<file path="config.mk">
export PLATFORM = sky130hd
export DESIGN_NAME = motor_pwm_fault_gating
export DESIGN_NICKNAME = d
export VERILOG_FILES = /design/src/logic/motor_gate_pkg.sv /design/src/logic/motor_pwm_fault_gating.sv /design/src/logic/dual_latch.sv /design/src/logic/event_regs.sv
export SDC_FILE = /design/constraint.sdc
export NUM_CORES = 1
export LEC_CHECK = 0
export ABC_CLOCK_PERIOD_IN_PS = 2980
export BUFFER_PORTS_ARGS = -buffer_cell sky130_fd_sc_hd__buf_2
export CORE_MARGIN = 3
export CORE_UTILIZATION = 45
export CTS_CLUSTER_DIAMETER = 200
export DETAILED_ROUTE_END_ITERATION = 10
export PLACE_DENSITY = 0.71
export SYNTH_ARGS = -nofsm -noshare
export SYNTH_HDL_FRONTEND = slang
export SYNTH_SLANG_ARGS = --single-unit
</file>
<file path="constraint.sdc">
create_clock -name pclk -period 2.98 [get_ports pclk]
set_input_delay 0.149 -clock pclk [delete_from_list [all_inputs] [get_ports pclk]]
set_output_delay 0.149 -clock pclk [all_outputs]
set_load 0.05 [all_outputs]
</file>
<file path="src/logic/motor_gate_pkg.sv">
// Purpose: shared constants and types for the drive gating block
// Assumes: comparator and supply flags arrive already digitised on pclk
// Notes:   register map and event bit layout live here
package motor_gate_pkg;

    localparam logic [11:0] ADDR_CTRL   = 12'h000;
    localparam logic [11:0] ADDR_STATUS = 12'h004;
    localparam logic [11:0] ADDR_EVENT  = 12'h008;
    localparam logic [11:0] ADDR_MASK   = 12'h00C;
    localparam logic [11:0] ADDR_CYCLES = 12'h010;

    localparam int EVT_W         = 4;
    localparam int EVT_OVERCUR   = 0;
    localparam int EVT_UNDERV    = 1;
    localparam int EVT_THERMAL   = 2;
    localparam int EVT_BADCODE   = 3;

    localparam logic [31:0]      CTRL_RESET  = 32'h0000_0000;
    localparam logic [EVT_W-1:0] MASK_RESET  = 4'h0;
    localparam logic [2:0]       DRIVE_OFF_HI = 3'h7;

    // digitised protection inputs
    typedef struct packed {
        logic       uv_main;
        logic       uv_lowside;
        logic       uv_ref;
        logic       thermal;
        logic       bad_code;
        logic       enable_low;
        logic       overcurrent;
    } prot_s;

    typedef enum logic [1:0] {
        PH_IDLE,
        PH_ON,
        PH_DONE
    } phase_e;

endpackage : motor_gate_pkg

</file>
<file path="src/logic/motor_pwm_fault_gating.sv">
// Purpose: pulse-width and protection gating of the six drive outputs
// Assumes: all inputs synchronous to pclk; decode comes from outside
// Notes:   high-side drives and fault are active low
// Function
// ramp discharge sets both latches, enabling top and bottom drives; here the latches gate the bottom drives only
// speed comparator clears upper latch, ending bottom drive for the cycle
// speed chopping applies to bottom drives only, never top drives
// over-current turns conduction off at once for rest of ramp
// current comparator clears lower latch and ends conduction
// fault asserted while over-current is detected
// at most one bottom pulse per oscillator cycle, no retrigger
// any undervoltage flag: fault, top drives off, bottom drives low
// fault low on bad code, enable low, over-current, undervoltage, thermal
// thermal shutdown acts exactly like output enable low
// fault and top drives are active low
// bottom drive = decode AND speed latch AND current latch
//
// Chosen here: the APB interface to the registers and the placing of the registers.
`timescale 1ns/100ps
module motor_pwm_fault_gating
    import motor_gate_pkg::*;
(
    input  wire logic        pclk,
    input  wire logic        presetn,
    input  wire logic        ramp_discharge,
    input  wire logic        speed_cmp,
    input  wire logic        current_cmp,
    input  wire logic        uv_main_supply_rail,
    input  wire logic        uv_lowside_supply,
    input  wire logic        uv_reference,
    input  wire logic        thermal_shutdown,
    input  wire logic        sensor_code_bad,
    input  wire logic        output_enable,
    input  wire logic [2:0]  top_select,
    input  wire logic [2:0]  bottom_select,
    input  wire logic        psel,
    input  wire logic        penable,
    input  wire logic        pwrite,
    input  wire logic [11:0] paddr,
    input  wire logic [31:0] pwdata,
    output logic      [31:0] prdata,
    output logic             pready,
    output logic             pslverr,
    output logic      [2:0]  top_drive_n,
    output logic      [2:0]  bottom_drive,
    output logic             fault_n,
    output logic             irq
);
    prot_s            prot;
    logic             speed_q;
    logic             current_q;
    logic             uv_any;
    logic             disable_any;
    logic             fault_d;
    logic             sw_off_q;
    logic [31:0]      cycles_q;
    logic [EVT_W-1:0] raw_evt;
    logic [EVT_W-1:0] sticky;
    logic [EVT_W-1:0] mask;
    logic             irq_int;
    logic             acc;
    logic             wr;
    logic             rd;
    logic             hit;

    assign prot = '{uv_main:     uv_main_supply_rail,
                    uv_lowside:  uv_lowside_supply,
                    uv_ref:      uv_reference,
                    thermal:     thermal_shutdown,
                    bad_code:    sensor_code_bad,
                    enable_low:  ~output_enable,
                    overcurrent: current_cmp};

    dual_latch u_latch (
        .pclk         (pclk),
        .presetn      (presetn),
        .discharge    (ramp_discharge),
        .speed_trip   (speed_cmp),
        .current_trip (current_cmp),
        .speed_q      (speed_q),
        .current_q    (current_q)
    );

    assign uv_any      = prot.uv_main | prot.uv_lowside | prot.uv_ref;
    // thermal folds into the same path as enable low
    assign disable_any = prot.enable_low | prot.thermal | sw_off_q;
    assign fault_d     = prot.bad_code | prot.enable_low | prot.overcurrent
                       | uv_any | prot.thermal;

    // current_cmp also gates directly so the trip cycle never conducts
    always_ff @(posedge pclk or negedge presetn) begin
        if (!presetn) begin
            bottom_drive <= 3'h0;
        end else if (uv_any || disable_any || prot.bad_code) begin
            bottom_drive <= 3'h0;
        end else begin
            bottom_drive <= bottom_select & {3{speed_q & current_q
                            & ~speed_cmp & ~current_cmp}};
        end
    end

    // top drives ignore the speed latch: no chopping up top
    always_ff @(posedge pclk or negedge presetn) begin
        if (!presetn) begin
            top_drive_n <= DRIVE_OFF_HI;
        end else if (uv_any || prot.bad_code) begin
            top_drive_n <= DRIVE_OFF_HI;
        end else if (disable_any) begin
            top_drive_n <= 3'h0;
        end else begin
            top_drive_n <= ~top_select;
        end
    end

    always_ff @(posedge pclk or negedge presetn) begin
        if (!presetn) begin
            fault_n <= 1'b1;
        end else begin
            fault_n <= ~(fault_d | sw_off_q);
        end
    end

    always_ff @(posedge pclk or negedge presetn) begin
        if (!presetn) begin
            cycles_q <= 32'h0000_0000;
        end else if (ramp_discharge) begin
            cycles_q <= cycles_q + 32'h0000_0001;
        end
    end

    assign raw_evt = {prot.bad_code, prot.thermal, uv_any, prot.overcurrent};

    assign acc = psel & penable;
    // writes commit on the edge at which the master sees pready
    assign wr  = acc & pwrite & pready;
    assign rd  = acc & ~pwrite;
    assign hit = (paddr == ADDR_CTRL) || (paddr == ADDR_STATUS) || (paddr == ADDR_EVENT)
              || (paddr == ADDR_MASK) || (paddr == ADDR_CYCLES);

    event_regs u_evt (
        .pclk     (pclk),
        .presetn  (presetn),
        .raw      (raw_evt),
        .clr      ((wr && paddr == ADDR_EVENT) ? pwdata[EVT_W-1:0] : 4'h0),
        .mask_wr  (pwdata[EVT_W-1:0]),
        .mask_we  (wr && paddr == ADDR_MASK),
        .sticky_q (sticky),
        .mask_q   (mask),
        .irq_q    (irq_int)
    );

    always_ff @(posedge pclk or negedge presetn) begin
        if (!presetn) begin
            sw_off_q <= CTRL_RESET[0];
        end else if (wr && paddr == ADDR_CTRL) begin
            sw_off_q <= pwdata[0];
        end
    end

    always_ff @(posedge pclk or negedge presetn) begin
        if (!presetn) begin
            irq <= 1'b0;
        end else begin
            irq <= irq_int;
        end
    end

    // one wait state: pready follows the first access edge, then drops
    always_ff @(posedge pclk or negedge presetn) begin
        if (!presetn) begin
            pready  <= 1'b0;
            pslverr <= 1'b0;
            prdata  <= 32'h0000_0000;
        end else begin
            pready  <= psel & penable & ~pready;
            pslverr <= psel & penable & ~pready & ~hit;
            prdata  <= 32'h0000_0000;
            if (rd && !pready) begin
                case (paddr)
                    ADDR_CTRL:   prdata <= {31'h0, sw_off_q};
                    ADDR_STATUS: prdata <= {24'h0, speed_q, current_q, ~fault_n,
                                            prot.enable_low, uv_any, prot.thermal,
                                            prot.bad_code, prot.overcurrent};
                    ADDR_EVENT:  prdata <= {28'h0, sticky};
                    ADDR_MASK:   prdata <= {28'h0, mask};
                    ADDR_CYCLES: prdata <= cycles_q;
                    default:     prdata <= 32'h0000_0000;
                endcase
            end
        end
    end

    // read data is loaded once and stands only in the pready cycle

    chk_latch_set: assert property (@(posedge pclk) disable iff (!presetn)
        ramp_discharge && !speed_cmp && !current_cmp |=> speed_q && current_q)
        else $error("latches not set at discharge");
    chk_speed_clear: assert property (@(posedge pclk) disable iff (!presetn)
        speed_cmp |=> !speed_q ##1 (bottom_drive == 3'h0 || $past(ramp_discharge)))
        else $error("speed trip did not end pulse");
    chk_top_unchopped: assert property (@(posedge pclk) disable iff (!presetn)
        !uv_any && !prot.bad_code && !disable_any && !speed_q
        |=> top_drive_n == ~$past(top_select))
        else $error("top drive was chopped");
    chk_oc_off: assert property (@(posedge pclk) disable iff (!presetn)
        current_cmp |=> bottom_drive == 3'h0)
        else $error("over-current did not cut drive");
    chk_oc_fault: assert property (@(posedge pclk) disable iff (!presetn)
        current_cmp |=> !fault_n)
        else $error("fault missing on over-current");
    chk_one_pulse: assert property (@(posedge pclk) disable iff (!presetn)
        $fell(|bottom_drive) && !$past(ramp_discharge) && !ramp_discharge
        |=> bottom_drive == 3'h0)
        else $error("pulse retriggered in cycle");
    chk_uv_off: assert property (@(posedge pclk) disable iff (!presetn)
        uv_any |=> top_drive_n == DRIVE_OFF_HI && bottom_drive == 3'h0 && !fault_n)
        else $error("undervoltage not honoured");
    chk_fault_causes: assert property (@(posedge pclk) disable iff (!presetn)
        !fault_n |-> $past(fault_d | sw_off_q))
        else $error("fault without cause");
    chk_thermal_same: assert property (@(posedge pclk) disable iff (!presetn)
        thermal_shutdown && !uv_any && !sensor_code_bad
        |=> top_drive_n == 3'h0 && bottom_drive == 3'h0 && !fault_n)
        else $error("thermal differs from enable low");
    chk_and_gate: assert property (@(posedge pclk) disable iff (!presetn)
        |bottom_drive |-> $past(speed_q && current_q))
        else $error("bottom conducted with a latch clear");
    chk_top_on_trip: assert property (@(posedge pclk) disable iff (!presetn)
        speed_cmp && !uv_any && !prot.bad_code && !disable_any
        |=> top_drive_n == ~$past(top_select))
        else $error("speed trip touched top drive");
    chk_cur_latch: assert property (@(posedge pclk) disable iff (!presetn)
        current_cmp
        |=> !current_q)
        else $error("current latch not cleared");
    chk_enable_off: assert property (@(posedge pclk) disable iff (!presetn)
        (!output_enable || sw_off_q) && !uv_any && !sensor_code_bad
        |=> top_drive_n == 3'h0 && bottom_drive == 3'h0 && !fault_n)
        else $error("enable low not honoured");
    chk_bad_code: assert property (@(posedge pclk) disable iff (!presetn)
        sensor_code_bad
        |=> top_drive_n == DRIVE_OFF_HI && bottom_drive == 3'h0 && !fault_n)
        else $error("bad code not honoured");
    chk_fault_clear: assert property (@(posedge pclk) disable iff (!presetn)
        !fault_d && !sw_off_q
        |=> fault_n)
        else $error("fault without cause held");
    // register bus and event guards
    chk_ready_pulse: assert property (@(posedge pclk) disable iff (!presetn)
        pready
        |=> !pready)
        else $error("pready held too long");
    chk_ready_answer: assert property (@(posedge pclk) disable iff (!presetn)
        psel && penable && !pready
        |=> pready)
        else $error("access not answered");
    chk_slverr_ready: assert property (@(posedge pclk) disable iff (!presetn)
        pslverr
        |-> pready)
        else $error("pslverr without pready");
    chk_slverr_unmapped: assert property (@(posedge pclk) disable iff (!presetn)
        psel && penable && !pready && !hit
        |=> pslverr)
        else $error("unmapped access not refused");
    chk_rdata_idle: assert property (@(posedge pclk) disable iff (!presetn)
        !pready
        |-> prdata == 32'h0000_0000)
        else $error("read data outside answer");
    chk_ctrl_write: assert property (@(posedge pclk) disable iff (!presetn)
        wr && paddr == ADDR_CTRL
        |=> sw_off_q == $past(pwdata[0]))
        else $error("control write lost");
    chk_mask_write: assert property (@(posedge pclk) disable iff (!presetn)
        wr && paddr == ADDR_MASK
        |=> mask == $past(pwdata[EVT_W-1:0]))
        else $error("mask write lost");
    chk_event_sticky: assert property (@(posedge pclk) disable iff (!presetn)
        |raw_evt
        |=> (sticky & $past(raw_evt)) == $past(raw_evt))
        else $error("event not latched");
    chk_event_clear: assert property (@(posedge pclk) disable iff (!presetn)
        wr && paddr == ADDR_EVENT
        |=> (sticky & $past(pwdata[EVT_W-1:0] & ~raw_evt)) == 4'h0)
        else $error("event not cleared");
    chk_irq_raise: assert property (@(posedge pclk) disable iff (!presetn)
        |(sticky & mask)
        |-> ##2 irq)
        else $error("irq missing");
    chk_irq_quiet: assert property (@(posedge pclk) disable iff (!presetn)
        !(|(sticky & mask))
        |-> ##2 !irq)
        else $error("irq without event");
    chk_cycle_count: assert property (@(posedge pclk) disable iff (!presetn)
        ramp_discharge
        |=> cycles_q == $past(cycles_q) + 32'h0000_0001)
        else $error("discharge not counted");
endmodule : motor_pwm_fault_gating

</file>
<file path="src/logic/dual_latch.sv">
// Purpose: set/reset latch pair that shapes one pulse per ramp cycle
// Assumes: discharge is a one-cycle pulse at ramp reset
// Notes:   set at discharge; a clear in the discharge cycle still clears
`timescale 1ns/100ps
module dual_latch
    import motor_gate_pkg::*;
(
    input  wire logic pclk,
    input  wire logic presetn,
    input  wire logic discharge,
    input  wire logic speed_trip,
    input  wire logic current_trip,
    output logic      speed_q,
    output logic      current_q
);
    // clear wins: protection must not be overridden by a late set
    always_ff @(posedge pclk or negedge presetn) begin
        if (!presetn) begin
            speed_q <= 1'b0;
        end else if (speed_trip) begin
            speed_q <= 1'b0;
        end else if (discharge) begin
            speed_q <= 1'b1;
        end
    end

    always_ff @(posedge pclk or negedge presetn) begin
        if (!presetn) begin
            current_q <= 1'b0;
        end else if (current_trip) begin
            current_q <= 1'b0;
        end else if (discharge) begin
            current_q <= 1'b1;
        end
    end
endmodule : dual_latch

</file>
<file path="src/logic/event_regs.sv">
// Purpose: sticky event bits with write-one-to-clear and a mask
// Assumes: raw events are levels or pulses on pclk
// Notes:   set wins over a simultaneous clear
`timescale 1ns/100ps
module event_regs
    import motor_gate_pkg::*;
(
    input  wire logic             pclk,
    input  wire logic             presetn,
    input  wire logic [EVT_W-1:0] raw,
    input  wire logic [EVT_W-1:0] clr,
    input  wire logic [EVT_W-1:0] mask_wr,
    input  wire logic             mask_we,
    output logic      [EVT_W-1:0] sticky_q,
    output logic      [EVT_W-1:0] mask_q,
    output logic                  irq_q
);
    genvar i;
    generate
        for (i = 0; i < EVT_W; i++) begin : g_evt
            always_ff @(posedge pclk or negedge presetn) begin
                if (!presetn) begin
                    sticky_q[i] <= 1'b0;
                end else if (raw[i]) begin
                    sticky_q[i] <= 1'b1;
                end else if (clr[i]) begin
                    sticky_q[i] <= 1'b0;
                end
            end
        end
    endgenerate

    always_ff @(posedge pclk or negedge presetn) begin
        if (!presetn) begin
            mask_q <= MASK_RESET;
        end else if (mask_we) begin
            mask_q <= mask_wr;
        end
    end

    // one cycle behind the sticky bits
    always_ff @(posedge pclk or negedge presetn) begin
        if (!presetn) begin
            irq_q <= 1'b0;
        end else begin
            irq_q <= |(sticky_q & mask_q);
        end
    end
endmodule : event_regs

</file>
Word-level counts from Yosys, hierarchy flattened
Cells that the tools add are included.
- output and inout port bits: 42
- register bits after elaboration: 86
- word-level logic and storage cells: 88
- reduce and logical (&&, ||, !) cells: 20
- muxes and demuxes: 17
- bitwise logic cells: 29
- equal/unequal tests: 4
- add/sub/neg operators: 1
- operators by type and width (operator ; number):
    $pmux 32 s5 ; 1
    $add 32x1->32 const B ; 1
    $mux 32 ; 1
    $eq 12x4->1 const B ; 2
    $eq 12x3->1 const B ; 1
    $eq 12x5->1 const B ; 1
    $logic_not 12->1 ; 1
    $reduce_bool 2->1 ; 6
    $mux 1 ; 11
    $and 1x1->1 ; 9
    $mux 3 ; 3
    $or 1x1->1 ; 9
    $not 1->1 ; 8
    $logic_or 1x1->1 ; 7
    $and 4x4->4 ; 1
    $logic_and 1x1->1 ; 4
    $mux 4 ; 1
    $reduce_or 4->1 ; 1
    $and 3x3->3 ; 1
    $not 3->3 ; 1
    $logic_not 1->1 ; 1

Logic depth before layout (Yosys ltp)
Gate-level depths: netlist of run 1.
- word-level depth: 7
- depth in mapped cells: 6

Modules after synthesis
Synthesis of run 1 repeated with hierarchy kept, for this count alone.
- cells, all modules: 287
- area total of the unflattened synthesis: 3498.4 µm²
- modules (own cells, without submodules) (module ; cells each ; area an instance (µm²) ; times used):
    motor_pwm_fault_gating ; 259 ; 3094.2 ; 1
    event_regs ; 24 ; 334.1 ; 1
    dual_latch ; 4 ; 70.1 ; 1

Worst setup path after synthesis of run 1
No wires, ideal clock.
- path type: register -> register
- start: register pready
- end: register u_evt.mask_q[0]
- slack: 1.105 ns
- arrival: 1.748 ns
- buffers on the path: 1
- stages on the path, launching flop included: 6
- period minus slack after synthesis: 1.875 ns
- path through: dfrtp_1 > and4_1 > and4_1 > buf_2 > and4b_1 > mux2_1
- word-level cells in the longest chain between the ends: 2
- ends and longest elaborated chain (element ; RTL line ; RTL):
    start, declared ; motor_pwm_fault_gating.sv:42 ; output logic pready,
    start signal, assigned ; motor_pwm_fault_gating.sv:175 ; pready <= psel & penable & ~pready;
    $and 1x1->1 ; motor_pwm_fault_gating.sv:135 ; assign wr = acc & pwrite & pready;
    $logic_and 1x1->1 ; motor_pwm_fault_gating.sv:146 ; .mask_we (wr && paddr == ADDR_MASK),
    end signal, assigned ; event_regs.sv:37 ; mask_q <= mask_wr;
    end, declared ; event_regs.sv:15 ; output logic [EVT_W-1:0] mask_q,
Every way passes these cells.
A chain may end at the register's enable or synchronous reset.

Worst setup path in the final report of run 1
- start: register cycles_q[0]
- end: register cycles_q[28]
- word-level cells in the longest chain between the ends: 1
- ends and longest elaborated chain (element ; RTL line ; RTL):
    start, declared ; motor_pwm_fault_gating.sv:56 ; logic [31:0] cycles_q;
    start signal, assigned ; motor_pwm_fault_gating.sv:127 ; cycles_q <= cycles_q + 32'h0000_0001;
    $add 32x1->32 ; motor_pwm_fault_gating.sv:127 ;
Every way passes these cells.

==> results of run 1 <==
## cell families (layout without fill, tap and decap cells)
kind of cell,Yosys count,in the layout,synth area share
flops,86,86,0.5986
fa+ha+maj,1,1,0.003472
compound gates,22,22,0.04202
xor+xnor,31,31,0.07535
buf+inv,13,105,0.01632
simple gates,130,130,0.2316
mux,11,11,0.03264
## where the power goes
group / leakage (nW) / total (mW) / switching [mW] / internal (mW)
Clock: 0.0986 / 0.782 / 0.409 / 0.373
Sequential: 1.15 / 1.29 / 0.0750 / 1.22
Combinational: 0.913 / 0.212 / 0.121 / 0.0919
Total: 2.16 / 2.29 / 0.605 / 1.68
## metrics by stage
step	power [mW]	std cells
final	2.287	488
after global routing	2.397	488
after CTS	2.311	488
after detailed placement	1.524	465
after global placement	1.515	465
after floorplan	1.434	294
## sequential cells by signal (all words and copies together) (netlist names)
register / count
top_drive_n: 3
sw_off_q: 1
irq: 1
u_latch.speed_q: 1
fault_n: 1
u_evt.mask_q: 4
bottom_drive: 3
prdata: 32
u_latch.current_q: 1
u_evt.sticky_q: 4
u_evt.irq_q: 1
cycles_q: 32
pready: 1
pslverr: 1
## routing by layer
layer / vias up / track usage / wire length (um)
met5: - / 0 / 0
met4: 0 / 0.07820 / 170
met3: 15 / 0.04499 / 366
met2: 58 / 0.2496 / 3112
met1: 1163 / 0.1987 / 2882
li1: 1189 / - / -
## Yosys cell counts (7+ instances only)
cell type  count  area (sq um)
and2_1        29         181.4
nand4_1       12         75.07
a22oi_1        7         52.55
nand3_1       17         85.08
xnor2_1       26         227.7
dfrtp_1       82          2052
nand2_1       13         48.80
nor2_1        20         75.07
## final timing paths
| path | to | cells past startpoint |
|---|---|---|
| worst min-delay path | prdata[22] | 1 |
| worst min register to register | irq | 0 |
| worst max-delay path | cycles_q[28] | 5 |
| worst max register to register | cycles_q[28] | 5 |
| max in group asynchronous | bottom_drive[2] | 1 |
| min in group pclk | u_evt.sticky_q[2] | 2 |
## cell type report
type                            instances  area (sq um)  share of cell area
Clock inverter                          4         30.03            0.006906
Timing Repair Buffer                   85         465.4              0.1071
Tap cell                              102         127.6             0.02935
Multi-Input combinational cell        195          1388              0.3191
Sequential cell                        86          2157              0.4961
Inverter                                4         15.01            0.003453
Clock buffer                           12         165.2             0.03799
## placed cells by master, fill, tap and decap left out, types with 2 or more instances in the layout
cell           netlist  layout
nor2_1              20      20
nand3b_1             3       3
and3_1               5       5
clkbuf_8             0      12
inv_1                4       4
nor4_1               2       2
o21ai_0              4       4
mux2_1               5       5
a21o_1               4       4
xor2_1               5       5
nor2b_1              2       2
a22oi_1              7       7
and2_1              29      29
dfrtp_1             82      82
nor4_4               5       5
xnor2_1             26      26
buf_2                5      76
nand3_1             17      17
nor3_1               4       4
buf_4                1       2
o22a_1               3       3
clkinv_4             0       2
a21oi_1              3       3
nor3_2               4       4
nand2b_1             2       2
and4_1               4       4
nand2_1             13      13
dfstp_2              4       4
mux2i_1              5       5
nand4_1             12      12
dlygate4sd3_1        0       7
==> flow_summary_export.csv, run 1 <==
group,metric,value,unit
status,status,"finished with violations",
status,failed_checks,"negative hold slack",
timing,worst_pin_slew,1.009,ns
clock_network,clockBufferDepth,2,
finish,antennaDiodeCount,0,
timing,timing.setup.tns,0,ns
global_route,grt_overflow,0,
finish,utilization,0.5598,
floorplan,die_w,95.49,um
global_route,grt_max_degree,87,
floorplan,rows,32,
place,dp_hpwl,4690,um
setup_path,cp-end-kind,"register",
clock_network,path_clk_slew,0.08,ns
setup_path,path_class,"register to register",
setup_path,cpMostUsedCell,"nand4_1",
clock_network,cts.sinks,86,
timing,fin_crit_sh,0.6111,
route,drt-vias-per-instance,4.969,
clock_network,cts-root-buf,"clkbuf_8",
power_and_ir_drop,p_leak,2.162,nW
route,drt-initial-drc-count,71,
route,wl_per_cell,13.39,um
route,drc,0,
place,pre_cts_slack,1.149,ns
setup_path,max_stage_delay,0.52,ns
floorplan,design.core.area,7767,sq um
timing,layout_setup_ws,1.159,ns
yosys,ys_warn_count,0,
setup_path,crit_path_start_kind,"register",
clock_network,cts-resized-gates,0,
setup_path,ff2ff_setup_slack,1.16,ns
finish,fin_area,4348,sq um
clock_network,cts_tree,"done",
setup_path,path_buf_inv,0,
setup_path,cp_max_fo,7,
floorplan,fp.dieH,95.49,um
route,ant_nets,0,
global_route,grt_pass1_vias,2323,
yosys,syn-instance-count,294,
global_route,antenna_found_initial,0,
power_and_ir_drop,p_per_area,526.1,nW/um^2
setup_path,reg2reg_from,"cycles_q[0]",
global_route,grt_pass1_wl,10950,um
timing,final_max_slew_viol_count,0,
yosys,synth_seq_cells,86,
place,io_buffer_count,77,
yosys,synth_edf_count,0,
yosys,syn_nets,359,
timing,finalSetupViolCount,0,
global_route,grt_usage,0.1578,
floorplan,die_area,9117,sq um
setup_path,crit_chain,"ha_1, nand4_1, nor4_4, nand4_1, xnor2_1",
setup_path,worstPathArrival,2.06,ns
place,gp_congestion,0.7845,
route,dr.pass1.iters,4,
finish,fillerInstances,658,
timing,rsz0062_at_grt,"no",
timing,holdWs,-0.03126,ns
route,vias,2425,
finish,final_nets,446,
timing,fmax,0.5491,GHz
hold_path,hp-class,"input pin to async pin",
route,wirelength,6532,um
setup_path,crit_slowest_cell,"nor4_4",
timing,fin_crit,1.821,ns
power_and_ir_drop,max-vdd-ir-drop,0.0002571,V
timing,relSlewSlack,0.3272,
clock_network,cts_inserted_buffers,9,
yosys,synth_area_per_cell,12.26,sq um
timing,hold_viol,66,
clock_network,post-cts-setup-buffers,0,
clock_network,cts_max_level,3,
setup_path,startpoint,"cycles_q[0]",
yosys,synth_cell_types,40,
finish,area_delta_synth_final,20.66,%
job,cap_violations,0,
setup_path,cp_top_family,"simple AND/OR/NAND/NOR gates",
yosys,syn_area,3603,sq um
floorplan,initial_utilization,0.4639,
timing,skew,0.008044,ns
setup_path,cp.required,3.22,ns
clock_network,clk_latency,0.35,ns
place,placed_area,4083,sq um
clock_network,cts_hold_buffers,7,
finish,drive_gt1_frac,0.2902,
yosys,ys.flop_type,"dfrtp_1",
yosys,async_flop_share,1.000,
yosys,ys_seq_area_frac,0.5986,
floorplan,io_pins,106,
No activity file was read; power rests on OpenSTA's default activity.
==> inputs of run 2 (changes only) <==
--- a/config.mk
+++ b/config.mk
@@ -5,13 +5,13 @@
 export SDC_FILE = /design/constraint.sdc
 export NUM_CORES = 1
 export LEC_CHECK = 0
-export ABC_CLOCK_PERIOD_IN_PS = 2980
+export ABC_CLOCK_PERIOD_IN_PS = 1500
 export BUFFER_PORTS_ARGS = -buffer_cell sky130_fd_sc_hd__buf_2
 export CORE_MARGIN = 3
 export CORE_UTILIZATION = 45
 export CTS_CLUSTER_DIAMETER = 200
 export DETAILED_ROUTE_END_ITERATION = 10
-export PLACE_DENSITY = 0.71
+export PLACE_DENSITY = 0.74
 export SYNTH_ARGS = -nofsm -noshare
 export SYNTH_HDL_FRONTEND = slang
 export SYNTH_SLANG_ARGS = --single-unit
==> constraint.sdc (replaced) <==
create_clock -name pclk -period 1.5 [get_ports pclk]
set_input_delay 0.075 -clock pclk [delete_from_list [all_inputs] [get_ports pclk]]
set_output_delay 0.075 -clock pclk [all_outputs]
set_load 0.05 [all_outputs]
==> flow_summary_export.csv, run 2 (synthesized netlist as in run 1, its figures left out) <==
group,metric,value,unit
setup_path,worst-path-stages,4,
timing,skew,0.01552,ns
setup_path,crit_slowest_cell,"dfrtp_2",
timing,rsz0062_at_grt,"yes",
global_route,grt_usage,0.1821,
timing,final_max_slew_viol_count,0,
timing,holdWs,0.03140,ns
power_and_ir_drop,total_power,5.194,mW
finish,stdcell_count,547,
finish,drive_gt1_frac,0.4202,
finish,fillerInstances,586,
clock_network,path_clk_slew,0.09,ns
clock_network,cts-root-buf,"clkbuf_8",
finish,antennaDiodeCount,0,
route,ant_nets,0,
setup_path,path_class,"register to register",
setup_path,worstPathArrival,1.74,ns
finish,layout_commonest_cell,"dfrtp_1",
timing,fin_crit,1.488,ns
global_route,grt_overflow,0,
power_and_ir_drop,max-vdd-ir-drop,0.0005091,V
place,dp_hpwl,5407,um
floorplan,die_w,95.49,um
hold_path,hp-class,"input pin to register",
job,cap_violations,0,
power_and_ir_drop,p_leak,2.539,nW
place,gp_congestion,0.8191,
route,drc,0,
timing,relSlewSlack,0.7305,
global_route,grt_max_degree,33,
setup_path,cpMostUsedCell,"and4_1",
global_route,grt_busiest_layer,"met2",
place,io_buffer_count,77,
timing,worst_pin_slew,0.4034,ns
route,drt-initial-drc-count,65,
timing,fmax,0.6721,GHz
route,vias,2738,
setup_path,max_stage_delay,0.37,ns
setup_path,cp_max_fo,4,
global_route,use_met3,0.04578,
global_route,grt_pass1_vias,2744,
finish,final_nets,505,
status,status,"finished clean",
finish,fin_area,5059,sq um
route,wirelength,7842,um
clock_network,clockBufferDepth,2,
finish,largestRegisters,"cycles_q: 32 flops, prdata: 32 flops",
setup_path,worstRegToRegCells,4,
clock_network,cts.sinks,86,
setup_path,cp.required,1.75,ns
global_route,use_met2,0.3143,
setup_path,cp_top_family,"simple AND/OR/NAND/NOR gates",
setup_path,crit_path_start_kind,"register",
global_route,met1_usage,0.2159,
finish,area_delta_synth_final,40.38,%
setup_path,cp-end-kind,"register",
setup_path,path_buf_inv,0,
clock_network,clk_latency,0.36,ns
floorplan,fp.dieH,95.49,um
timing,hold_viol,0,
power_and_ir_drop,p_per_area,1027,nW/um^2
floorplan,initial_utilization,0.4639,
global_route,grt_pass1_wl,12590,um
finish,final_cell_mix,"dfrtp_1, buf_2, buf_4",
route,dr.pass1.iters,4,
clock_network,cts_inserted_buffers,9,
route,wl_per_cell,14.34,um
hold_path,hold_depth,3,
timing,fin_crit_sh,0.9919,
global_route,antenna_found_initial,0,
floorplan,die_area,9117,sq um
clock_network,cts_tree,"done",
clock_network,cts_max_level,3,
timing,finalSetupViolCount,0,
floorplan,rows,32,
setup_path,crit_chain,"and4_1, and4_1, and4b_2, mux2_4",
place,dp.cells,504,
floorplan,design.core.area,7767,sq um
floorplan,io_pins,106,
route,drt-vias-per-instance,5.005,
place,placed_area,4439,sq um
run 2: changes by cell type in the layout (fill, tap and decap cells not counted), moves of 4 or more:
cell	delta
buf_6	+7
and2_4	+11
mux2_4	+4
buf_4	+37
mux2_1	-4
and2_1	-11
dlygate4sd3_1	+10
inv_8	+4
run 2: worst paths after layout:
kind / startpoint / endpoint / slack (ns)
setup / recovery: pready / u_evt.mask_q[1] / 0.01
hold / removal: ramp_discharge / u_latch.current_q / 0.03
setup reg to reg: pready / u_evt.mask_q[1] / 0.01
hold reg to reg: u_evt.irq_q / irq / 0.37
max in group asynchronous: presetn / fault_n / 0.79
min in group asynchronous: presetn / prdata[30] / 0.16
run 2: per-stage QoR:
| stage | util | TNS (ns) | setup slack (ns) |
|---|---|---|---|
| after global routing | 0.6513 | -1.005 | -0.07890 |
| after global placement | 0.5715 | -0.3645 | -0.1144 |
| after detailed placement | 0.5715 | -0.4532 | -0.1078 |
| final | 0.6513 | 0 | 0.01211 |
| after floorplan | - | -2.577 | -0.2156 |
| after CTS | 0.6269 | 0 | 0.003393 |
run 2: timing repair:
| action | CTS | global route |
|---|---|---|
| hold buffers | 17 | 0 |
| hold endpoints to repair | 100 | 0 |
| endpoints found under the setup margin | 13 | 55 |
| pin swaps | 3 | 9 |
| buffers inserted | 1 | 7 |
| resized for setup | 4 | 25 |
| cloned | 0 | 3 |
run 2: power breakdown:
part	internal [mW]	leakage (nW)	switching [mW]
sequential	2.42	1.15	0.0725
combinational	0.398	1.27	0.401
clock	0.984	0.117	0.919
run 2: layout make-up:
cell class	instances	area, sq um	share of cell area
clock inverters	7	112.6	0.02226
repair buffers	144	1032	0.2041
clock buffers	9	123.9	0.02449
flip-flops and latches	86	2158	0.4267
multi-input cells	195	1489	0.2943
inverters	4	15.01	0.002968
well taps	102	127.6	0.02523
run 2: per-layer routing:
layer / vias up / part of all wire
met4: 0 / 0.017
met1: 1344 / 0.42
met2: 73 / 0.52
met5: - / 0
li1: 1312 / -
met3: 9 / 0.043
run 2: worst min-delay path, cell delays in order:
cell and delay, ns:
buf_2 0.15, nor2_1 0.09, nor2_1 0.04
